`config.mk`:
```
export PLATFORM = sky130hd
export DESIGN_NAME = msg_header_flags_status
export DESIGN_NICKNAME = d
export VERILOG_FILES = /design/src/include/hdr_pkg.sv /design/src/rtl/msg_header_flags_status.sv /design/src/rtl/err_select.sv
export SDC_FILE = /design/constraint.sdc
export NUM_CORES = 1
export LEC_CHECK = 0
export BUFFER_PORTS_ARGS = -buffer_cell sky130_fd_sc_hd__buf_2
export CAP_MARGIN = 20
export CORE_ASPECT_RATIO = 1.1
export CORE_UTILIZATION = 45
export DETAILED_ROUTE_END_ITERATION = 16
export GPL_TIMING_DRIVEN = 1
export PLACE_DENSITY = 0.62
export SLEW_MARGIN = 20
export SYNTH_ARGS = -nofsm -noshare
export SYNTH_HDL_FRONTEND = slang
export SYNTH_SLANG_ARGS = --single-unit
```
`constraint.sdc`:
```
create_clock -name clk_i -period 7.6 [get_ports clk_i]
set_input_delay 0.38 -clock clk_i [delete_from_list [all_inputs] [get_ports clk_i]]
set_output_delay 0.38 -clock clk_i [all_outputs]
set_load 0.01 [all_outputs]
```
`src/include/hdr_pkg.sv`:
```
// Constants and types for the message header flags and error-number logic
package hdr_pkg;

  // Header layout, byte offsets within the header
  localparam logic [3:0] OFS_START = 4'h0;
  localparam logic [3:0] OFS_VERSION = 4'h2;
  localparam logic [3:0] OFS_FLAGS = 4'h4;
  localparam logic [3:0] OFS_ERROR = 4'h6;
  localparam logic [3:0] OFS_TYPE = 4'h8;
  localparam logic [3:0] HDR_BYTES = 4'hC;
  localparam logic [3:0] HDR_LAST = 4'hB;
  localparam int HDR_BITS = 96;

  // Fixed header values
  localparam logic [15:0] START_PATTERN = 16'hC1C0;
  localparam logic [15:0] DEPRECATE_BELOW = 16'h1100;
  // Version this device reports; value is arbitrary
  localparam logic [15:0] DEVICE_VERSION = 16'h1100;

  // Flag bit positions
  localparam int FLAG_RESPONSE = 0;
  localparam int FLAG_ACK = 1;
  localparam int FLAG_ACK_REQ = 2;
  localparam int FLAG_NACK = 3;
  localparam int FLAG_EXCEPTION = 4;
  localparam int FLAG_DEPRECATED = 5;
  localparam logic [15:0] FLAGS_CLEAR = 16'h0000;

  // Error numbers
  localparam logic [15:0] ERR_SUCCESS = 16'h0000;
  localparam logic [15:0] ERR_PROTOCOL = 16'h0001;
  localparam logic [15:0] ERR_UNKNOWN_TYPE = 16'h0002;
  localparam logic [15:0] ERR_CHECKSUM = 16'h0003;
  localparam logic [15:0] ERR_TOO_LARGE = 16'h0004;
  localparam logic [15:0] ERR_LENGTH = 16'h0005;

  typedef enum logic [1:0] {
    ST_IDLE = 2'h1,
    ST_SEND = 2'h2
  } state_t;

  typedef struct packed {
    state_t state;
    logic [3:0] rx_idx;
    logic [HDR_BITS-1:0] rx_hdr;
    logic [HDR_BITS-1:0] tx_hdr;
    logic [3:0] tx_idx;
    logic tx_valid;
    logic [7:0] tx_byte;
    logic [15:0] flags;
    logic [15:0] err;
  } hdr_state_t;

endpackage

```
`src/rtl/msg_header_flags_status.sv`:
```
// Request header capture and reply header flags, error number and byte stream
`timescale 1ns/1ps
module msg_header_flags_status (
  // Clock and reset
  input wire logic clk_i,
  input wire logic rst_i,
  // Incoming header bytes
  input wire logic rx_valid_i,
  input wire logic rx_first_i,
  input wire logic [7:0] rx_byte_i,
  // Verdict on the received message
  input wire logic done_i,
  input wire logic is_query_i,
  input wire logic type_bad_i,
  input wire logic chk_bad_i,
  input wire logic too_large_i,
  input wire logic len_bad_i,
  input wire logic exc_i,
  input wire logic [15:0] exc_code_i,
  // Outgoing reply header bytes
  output logic tx_valid_o,
  output logic tx_last_o,
  output logic [7:0] tx_byte_o,
  input wire logic tx_ready_i,
  // Status
  output logic busy_o,
  output logic [15:0] flags_o,
  output logic [15:0] err_o,
  output logic [15:0] rx_version_o,
  output logic rx_ack_req_o
);
  import hdr_pkg::*;

  hdr_state_t s_reg;
  hdr_state_t s_next;

  logic [15:0] rx_start;
  logic [15:0] rx_version;
  logic [15:0] rx_flags;
  logic [31:0] rx_type;
  logic proto_bad;
  logic nack;
  logic [15:0] code;
  logic [15:0] new_flags;
  logic want_reply;
  logic [3:0] wr_idx;
  logic rx_take;
  logic [HDR_BYTES-1:0] lane_we;
  logic hdr_full;
  logic [15:0] reply_err;
  logic [HDR_BITS-1:0] reply_hdr;
  logic [3:0] tx_next_idx;

  // Byte at a header index; fields are stored little-endian in the vector
  function automatic logic [7:0] hdr_byte(input logic [HDR_BITS-1:0] hdr,
                                          input logic [3:0] idx);
    hdr_byte = hdr[{idx, 3'h0} +: 8];
  endfunction

  // Word at a byte offset, low byte at the lower offset
  function automatic logic [15:0] hdr_word(input logic [HDR_BITS-1:0] hdr,
                                           input logic [3:0] ofs);
    hdr_word = hdr[{ofs, 3'h0} +: 16];
  endfunction

  // Error word of a reply; nonzero only beside the rejection or exception flag
  function automatic logic [15:0] reply_code(input logic rejected,
                                             input logic fault,
                                             input logic [15:0] picked);
    reply_code = (rejected || fault) ? picked : ERR_SUCCESS;
  endfunction

  assign rx_start = hdr_word(s_reg.rx_hdr, OFS_START);
  assign rx_version = hdr_word(s_reg.rx_hdr, OFS_VERSION);
  assign rx_flags = hdr_word(s_reg.rx_hdr, OFS_FLAGS);
  assign rx_type = s_reg.rx_hdr[{OFS_TYPE, 3'h0} +: 32];

  // Header complete only when every header byte has arrived
  assign hdr_full = (s_reg.rx_idx == HDR_BYTES);

  // A short header or a wrong start pattern is a protocol fault
  assign proto_bad = (rx_start != START_PATTERN) || !hdr_full;

  err_select u_err_select (
    .proto_bad_i(proto_bad),
    .type_bad_i(type_bad_i),
    .chk_bad_i(chk_bad_i),
    .too_large_i(too_large_i),
    .len_bad_i(len_bad_i),
    .exc_i(exc_i),
    .exc_code_i(exc_code_i),
    .nack_o(nack),
    .code_o(code)
  );

  // Only bit 2 of the received flags is read; the rest are ignored
  always_comb begin
    new_flags = FLAGS_CLEAR;
    new_flags[FLAG_RESPONSE] = is_query_i & ~nack;
    new_flags[FLAG_ACK] = rx_flags[FLAG_ACK_REQ] & ~nack;
    new_flags[FLAG_NACK] = nack;
    new_flags[FLAG_EXCEPTION] = exc_i & ~nack;
    new_flags[FLAG_DEPRECATED] = rx_version < DEPRECATE_BELOW;
  end

  // Commands without an acknowledgement request get no reply unless rejected
  assign want_reply = is_query_i | rx_flags[FLAG_ACK_REQ] | nack;

  assign wr_idx = rx_first_i ? 4'h0 : s_reg.rx_idx;
  assign rx_take = rx_valid_i && (wr_idx < HDR_BYTES);

  // One write strobe per header byte lane
  for (genvar b = 0; b < HDR_BYTES; b++) begin : g_lane
    assign lane_we[b] = rx_take && (wr_idx == 4'(b));
  end

  assign reply_err = reply_code(nack, exc_i, code);
  // Next reply byte index; the last byte ends the reply before it wraps
  assign tx_next_idx = s_reg.tx_idx + 4'h1;

  // Reply header image, latched whole when the verdict is taken
  always_comb begin
    reply_hdr = '0;
    reply_hdr[{OFS_START, 3'h0} +: 16] = START_PATTERN;
    reply_hdr[{OFS_VERSION, 3'h0} +: 16] = DEVICE_VERSION;
    reply_hdr[{OFS_FLAGS, 3'h0} +: 16] = new_flags;
    reply_hdr[{OFS_ERROR, 3'h0} +: 16] = reply_err;
    reply_hdr[{OFS_TYPE, 3'h0} +: 32] = rx_type;
  end

  always_comb begin
    s_next = s_reg;
    case (s_reg.state)
      ST_IDLE: begin
        // Bytes past the header are not needed and are dropped
        for (int b = 0; b < HDR_BYTES; b++) begin
          if (lane_we[b]) begin
            s_next.rx_hdr[b*8 +: 8] = rx_byte_i;
          end
        end
        if (rx_take) begin
          s_next.rx_idx = wr_idx + 4'h1;
        end else if (rx_valid_i && rx_first_i) begin
          s_next.rx_idx = 4'h0;
        end
        if (done_i) begin
          s_next.flags = new_flags;
          // Error stays zero unless a rejection or exception is flagged
          s_next.err = reply_err;
          s_next.tx_hdr = reply_hdr;
          s_next.rx_idx = 4'h0;
          if (want_reply) begin
            s_next.state = ST_SEND;
            s_next.tx_idx = 4'h0;
            s_next.tx_valid = 1'b1;
            s_next.tx_byte = START_PATTERN[7:0];
          end
        end
      end
      ST_SEND: begin
        // Incoming bytes are refused here so the echoed fields stay stable
        if (tx_ready_i) begin
          if (s_reg.tx_idx == HDR_LAST) begin
            s_next.state = ST_IDLE;
            s_next.tx_valid = 1'b0;
            s_next.tx_idx = 4'h0;
          end else begin
            s_next.tx_idx = tx_next_idx;
            s_next.tx_byte = hdr_byte(s_reg.tx_hdr, tx_next_idx);
          end
        end
      end
      default: begin
        s_next.state = ST_IDLE;
        s_next.tx_valid = 1'b0;
      end
    endcase
  end

  always_ff @(posedge clk_i or posedge rst_i) begin
    if (rst_i) begin
      s_reg.state <= ST_IDLE;
      s_reg.rx_idx <= 4'h0;
      s_reg.rx_hdr <= '0;
      s_reg.tx_hdr <= '0;
      s_reg.tx_idx <= 4'h0;
      s_reg.tx_valid <= 1'b0;
      s_reg.tx_byte <= 8'h00;
      s_reg.flags <= FLAGS_CLEAR;
      s_reg.err <= ERR_SUCCESS;
    end else begin
      s_reg <= s_next;
    end
  end

  assign tx_valid_o = s_reg.tx_valid;
  assign tx_last_o = s_reg.tx_valid && (s_reg.tx_idx == HDR_LAST);
  assign tx_byte_o = s_reg.tx_byte;
  assign busy_o = (s_reg.state == ST_SEND);
  assign flags_o = s_reg.flags;
  assign err_o = s_reg.err;
  assign rx_version_o = rx_version;
  assign rx_ack_req_o = rx_flags[FLAG_ACK_REQ];

endmodule

```
`src/rtl/err_select.sv`:
```
// Picks the single error number and the rejection decision for one reply
`timescale 1ns/1ps
module err_select (
  // Detected faults
  input wire logic proto_bad_i,
  input wire logic type_bad_i,
  input wire logic chk_bad_i,
  input wire logic too_large_i,
  input wire logic len_bad_i,
  input wire logic exc_i,
  input wire logic [15:0] exc_code_i,
  // Decision
  output logic nack_o,
  output logic [15:0] code_o
);
  import hdr_pkg::*;

  // Fixed priority: the most basic fault wins, so one code is reported
  always_comb begin
    nack_o = proto_bad_i | type_bad_i | chk_bad_i | too_large_i | len_bad_i;
    code_o = ERR_SUCCESS;
    if (proto_bad_i) begin
      code_o = ERR_PROTOCOL;
    end else if (type_bad_i) begin
      code_o = ERR_UNKNOWN_TYPE;
    end else if (chk_bad_i) begin
      code_o = ERR_CHECKSUM;
    end else if (too_large_i) begin
      code_o = ERR_TOO_LARGE;
    end else if (len_bad_i) begin
      code_o = ERR_LENGTH;
    end else if (exc_i) begin
      code_o = exc_code_i;
    end
  end

endmodule

```
# [Word level (Yosys, flattened, before mapping)]
# Index checks and enable logic that the tools add are counted.
[totals] register_bits=167 latchBits=0 ram_bits=0 romBits=0 input_bits=36 out_inout_bits=60 wordCells=106 mem_count=0
[classes] addsub=2 n_mul=0 div=0 n_lt_le_gt_ge=2 eq_ne=18 shifts=1 mux=24 n_bitwise=10 reduce_logical=32
[op_table] operator="$mux 16" count=7
[op_table] operator="$shiftx 96x8->8" count=1
[op_table] operator="$mux 45" count=1
[op_table] operator="$mux 13" count=2
[op_table] operator="$eq 4x4->1 const B" count=6
[op_table] operator="$reduce_and 2->1" count=11
[op_table] operator="$lt 16x13->1 const B" count=1
[op_table] operator="$mux 4" count=4
[op_table] operator="$ne 16x16->1 const B" count=1
[op_table] operator="$pmux 8 s2" count=1
[op_table] operator="$logic_and 1x1->1" count=12
[op_table] operator="$add 4x1->4 const B" count=2
[op_table] operator="$eq 4x2->1 const B" count=2
[op_table] operator="$mux 8" count=1
[op_table] operator="$ne 2x2->1 const B" count=4
[op_table] operator="$pmux 4 s2" count=1
[op_table] operator="$reduce_and 4->1" count=2
[op_table] operator="$mux 2" count=3
[op_table] operator="$mux 6" count=1
[op_table] operator="$or 1x1->1" count=6
[op_table] operator="$reduce_and 5->1" count=1
[op_table] operator="$eq 4x1->1 const B" count=1
[op_table] operator="$eq 4x3->1 const B" count=1
[op_table] operator="$logic_not 4->1" count=1
[op_table] operator="13 further kinds" count=16

# [Longest topological paths before layout]
[depth] word_depth=11 mapped_depth=8 ltp_nobuf=7

# [Cells and area by module]
# A second synthesis with hierarchy kept.
[hier_totals] cells_unflattened=563 hier_area_um2=6710.2
[modules_own_cells] module="msg_header_flags_status" instances=1 cells_per_inst=523 area_each_um2=6447.4 seq_area_each_um2=3429.5
[modules_own_cells] module="err_select" instances=1 cells_per_inst=40 area_each_um2=262.8 seq_area_each_um2=0.0

# [Worst setup path after synthesis]
# No wires, ideal clock.
[synth_path] kind="register to register" startpoint="reg s_reg[42] (netlist bit)" endpoint="reg s_reg (netlist bit tx_byte_o[1])" setup_time_ns=0.121 arrival_time_ns=1.959 required_ns=7.479 path_slack_ns=5.520 path_stages_with_launch=8 path_buffers=1 synth_period_minus_slack_ns=2.080 cell_sequence="dfrtp_1 ha_1 clkbuf_1 mux2_2 a22o_1 a221oi_1 a21oi_1 a22o_1"
[synth_via] elab_chain_cells=5
[synth_rtl] item="start, declared" line_no="msg_header_flags_status.sv:34" text="hdr_state_t s_reg;"
[synth_rtl] item="start signal, assigned" line_no="msg_header_flags_status.sv:192" text="s_reg <= s_next;"
[synth_rtl] item="$add 4x1->4" line_no="msg_header_flags_status.sv:119" text="assign tx_next_idx = s_reg.tx_idx + 4'h1;"
[synth_rtl] item="$shiftx 96x8->8" line_no="msg_header_flags_status.sv:57" text="hdr_byte = hdr[{idx, 3'h0} +: 8];"
[synth_rtl] item="$mux 8" line_no="msg_header_flags_status.sv:163" text="if (s_reg.tx_idx == HDR_LAST) begin"
[synth_rtl] item="$mux 13" line_no="msg_header_flags_status.sv:162" text="if (tx_ready_i) begin"
[synth_rtl] item="$pmux 8 s2" line_no="msg_header_flags_status.sv:133" text="case (s_reg.state)"
# Several ways; a longest one is shown, not always the timed one. The select of a mux whose other input is x is not followed.
# A chain may end at the register's enable or synchronous reset.

# [Worst setup path in the final report]
[layout_path] startpoint="reg s_reg[241] (netlist bit)" endpoint="reg s_reg[42] (netlist bit)"
[layout_via] elab_chain_cells=3
[layout_rtl] item="$eq 2x1->1 / $eq 2x2->1 (equally long branches)" line_no="msg_header_flags_status.sv:133"
[layout_rtl] item="$ne 2x2->1 (no source line) / $reduce_bool 2->1 (equally long branches)"
[layout_rtl] item="$reduce_and 4->1 (no source line)"
# Several ways; a longest one is shown, not always the timed one.

==> qor.txt <==
peak supply drop -> 191.7 uV
worst min path class -> primary input to asynchronous set/reset pin
clock slew at reported path FFs -> 0.06 ns
Setup-failing EPs final -> 0
Hold Violations, Final -> 0
Worst Path Required -> 7.91 ns
initial DRC count -> 258
I/O Pins -> 96
Max Slew Vio Count -> 0
PostCTS Resize Cnt -> 0
min Tclk post-route -> 2.800 ns
Reg2Reg Depth -> 5
GRT Residual Overflow -> 0
Setup CP Type -> flip-flop to flip-flop
CP Capture Type -> flip-flop
min setup slack post-route -> 4.800 ns
Layout Nets -> 689
Storage cell area -> 3430 um^2
DR WL/cell -> 17.09 um
share of cells above drive strength 1 -> 31.92%
Post-synth EDFFs -> 0
Synth Instances -> 618
setup_tns -> 0 ns
Post-route DRC -> 0
first-pass GRT wire length -> 24,330 um
Max-Cap Viols -> 0
Final Cell Area -> 7436 um^2
CTS Sinks -> 137
Area Overhead vs Synth -> 11.48%
Core ar. -> 14,450 um^2
fmax -> 357.2 MHz
dpl ws -> 4.901 ns
static leakage -> 3.761 nW
PortBufs -> 84
Via density -> 5.332
Tot GR Track Use -> 20.73%
initial core utilization -> 46.17%
DRT Pass-1 Iters -> 4
Worst Max-Slew Pin Slew -> 0.8631 ns
reg2reg end -> s_reg[42]$_DFFE_PP0P_
Final period util -> 36.84%
clk_skew -> 0.008594 ns
worst-path maximum fanout -> 35
final core occ -> 51.47%
Filler cells -> 1,331
Post-DP HPWL -> 10,100 um
Async S/R FF share, synth -> 100.0%
synth warn -> 0
Final GP Congestion -> 0.8652
Max clock buf depth -> 2
Post-Syn Area -> 6670 um^2
vias in the first global route -> 4,661
chip width -> 118.1 um
Hold Buf Count CTS -> 0
power per cell area -> 289.9 nW/um^2
footprint of the multi-input gates -> 2703 um^2
Synth Area per Inst -> 10.79 um^2
largest net degree at the start of global routing -> 71
r2r startpoint -> s_reg[241]$_DFFE_PP1P_
Max-slew headroom -> 42.46%
setup bufs post-CTS -> 0
via count -> 4,548
number of H-tree levels -> 4
Clk Tree Root Cell -> clkbuf_16
CTS tree -> built
RSZ-0062 raised after global routing -> no
Synth Register Bits -> 137
R2R Setup Slk -> 4.80 ns
commonest non-fill, non-tap cell in the layout -> nand2_1
crit path launch type -> flip-flop
most frequent cells in the layout -> nand2_1 (149), dfrtp_1 (136), buf_2 (84)
final wirelength -> 14,570 um
Unique masters post-synth -> 57
clock latency on the worst-skew pair -> 0.42 ns
Inserted Clock Buffers -> 17
Antenna Cells -> 0
Post-DP Area -> 6843 um^2
sequential-to-total area share from yosys stat -> 51.42%
ys flop type -> dfrtp_1
Die H -> 129.7 um
die area -> 15,310 um^2
status -> complete, no violations
max reg flops -> 45
Cell Rows -> 46
DRT antenna net count -> 0
critical path data arrival time -> 3.11 ns
initial antenna violation count -> 0
[worst max-delay path: stages (launching register included)]
cell and delay, ns:
dfstp_2 0.54, nor2b_1 0.67, and2_1 0.58, buf_4 0.47, o21ai_4 0.14, a32o_2 0.29
[logic make-up (layout without fill, tap and decap cells)]
kind of cell / count (synthesis) / in the layout / synth area share [%]
and+or+nand+nor: 223 / 223 / 15.66
adders and majority gates: 5 / 5 / 0.9379
AOI/OAI and AO/OA: 74 / 74 / 7.822
buffers and inverters: 94 / 127 / 8.741
muxes: 81 / 81 / 14.97
other: 1 / 11 / 0.05622
DFF: 137 / 137 / 51.42
xor gates and xnor gates: 3 / 3 / 0.3940
[stage by stage]
step                instances  hold WS (ns)  total power, W
global placement          821        0.4472        0.001348
CTS                       853        0.1763        0.002177
global route              853        0.2043        0.002263
floorplan                 628        0.4348        0.001272
detailed placement        821        0.4526        0.001361
finish                    853        0.1520        0.002156
[how the worst max path moves through the flow]
stage	slack (ns)	cells past startpoint	startpoint	end
after floorplan	3.55	1	rst_i	err_o[0]$_DFFE_PP0P_
after global placement	4.96	5	s_reg[241]$_DFFE_PP1P_	s_reg[42]$_DFFE_PP0P_
after detailed placement	4.90	5	s_reg[241]$_DFFE_PP1P_	s_reg[42]$_DFFE_PP0P_
after CTS	4.88	5	s_reg[241]$_DFFE_PP1P_	s_reg[42]$_DFFE_PP0P_
after global routing	4.59	5	s_reg[241]$_DFFE_PP1P_	s_reg[42]$_DFFE_PP0P_
final	4.80	5	s_reg[241]$_DFFE_PP1P_	s_reg[42]$_DFFE_PP0P_
[synth_stat cells, types with 3 or more instances]
cell type | number | area [um^2]
buf_2 | 9 | 45.04
nor4b_1 | 3 | 26.28
inv_1 | 8 | 30.03
buf_4 | 58 | 435.4
buf_1 | 4 | 15.01
nand4_1 | 3 | 18.77
nor4bb_1 | 3 | 30.03
and2_1 | 3 | 18.77
o21ai_1 | 4 | 20.02
a2bb2oi_1 | 3 | 26.28
mux2i_1 | 3 | 30.03
mux2_2 | 70 | 788.3
nand2b_1 | 7 | 43.79
nor2_1 | 15 | 56.30
clkbuf_1 | 14 | 52.55
nand3_1 | 10 | 50.05
a221oi_1 | 4 | 35.03
dfrtp_1 | 136 | 3403
a22o_1 | 10 | 87.58
o21ai_0 | 20 | 100.1
ha_1 | 5 | 62.56
mux4_2 | 8 | 180.2
o41ai_1 | 4 | 35.03
nor3_1 | 3 | 15.01
and3_1 | 4 | 25.02
nor2b_1 | 7 | 43.79
a21oi_1 | 12 | 60.06
nand2_1 | 150 | 563.0
and3b_1 | 3 | 26.28
[area by class of cell]
cell class	instances	area share (%)
clock buffers	18	5.906
clock inverters	14	2.002
inverters	8	0.4375
multi-input cells	397	36.35
flip-flops and latches	137	46.12
well taps	192	3.231
repair buffers	87	5.957
[power by group]
part           switching [W]  internal (W)
logic               0.000278      0.000182
registers          0.0000658      0.000823
clock network       0.000315      0.000492
[per-layer routing]
metal	wire (um)	global-route usage [%]	vias up	part of all wire (%)
met3	727	4.633	21	5.0
met1	6376	25.65	2254	44
li1	-	-	2132	-
met4	304	8.824	0	2.1
met5	0	0	-	0
met2	7166	35.29	141	49
Power figures use the tool's default switching activity.
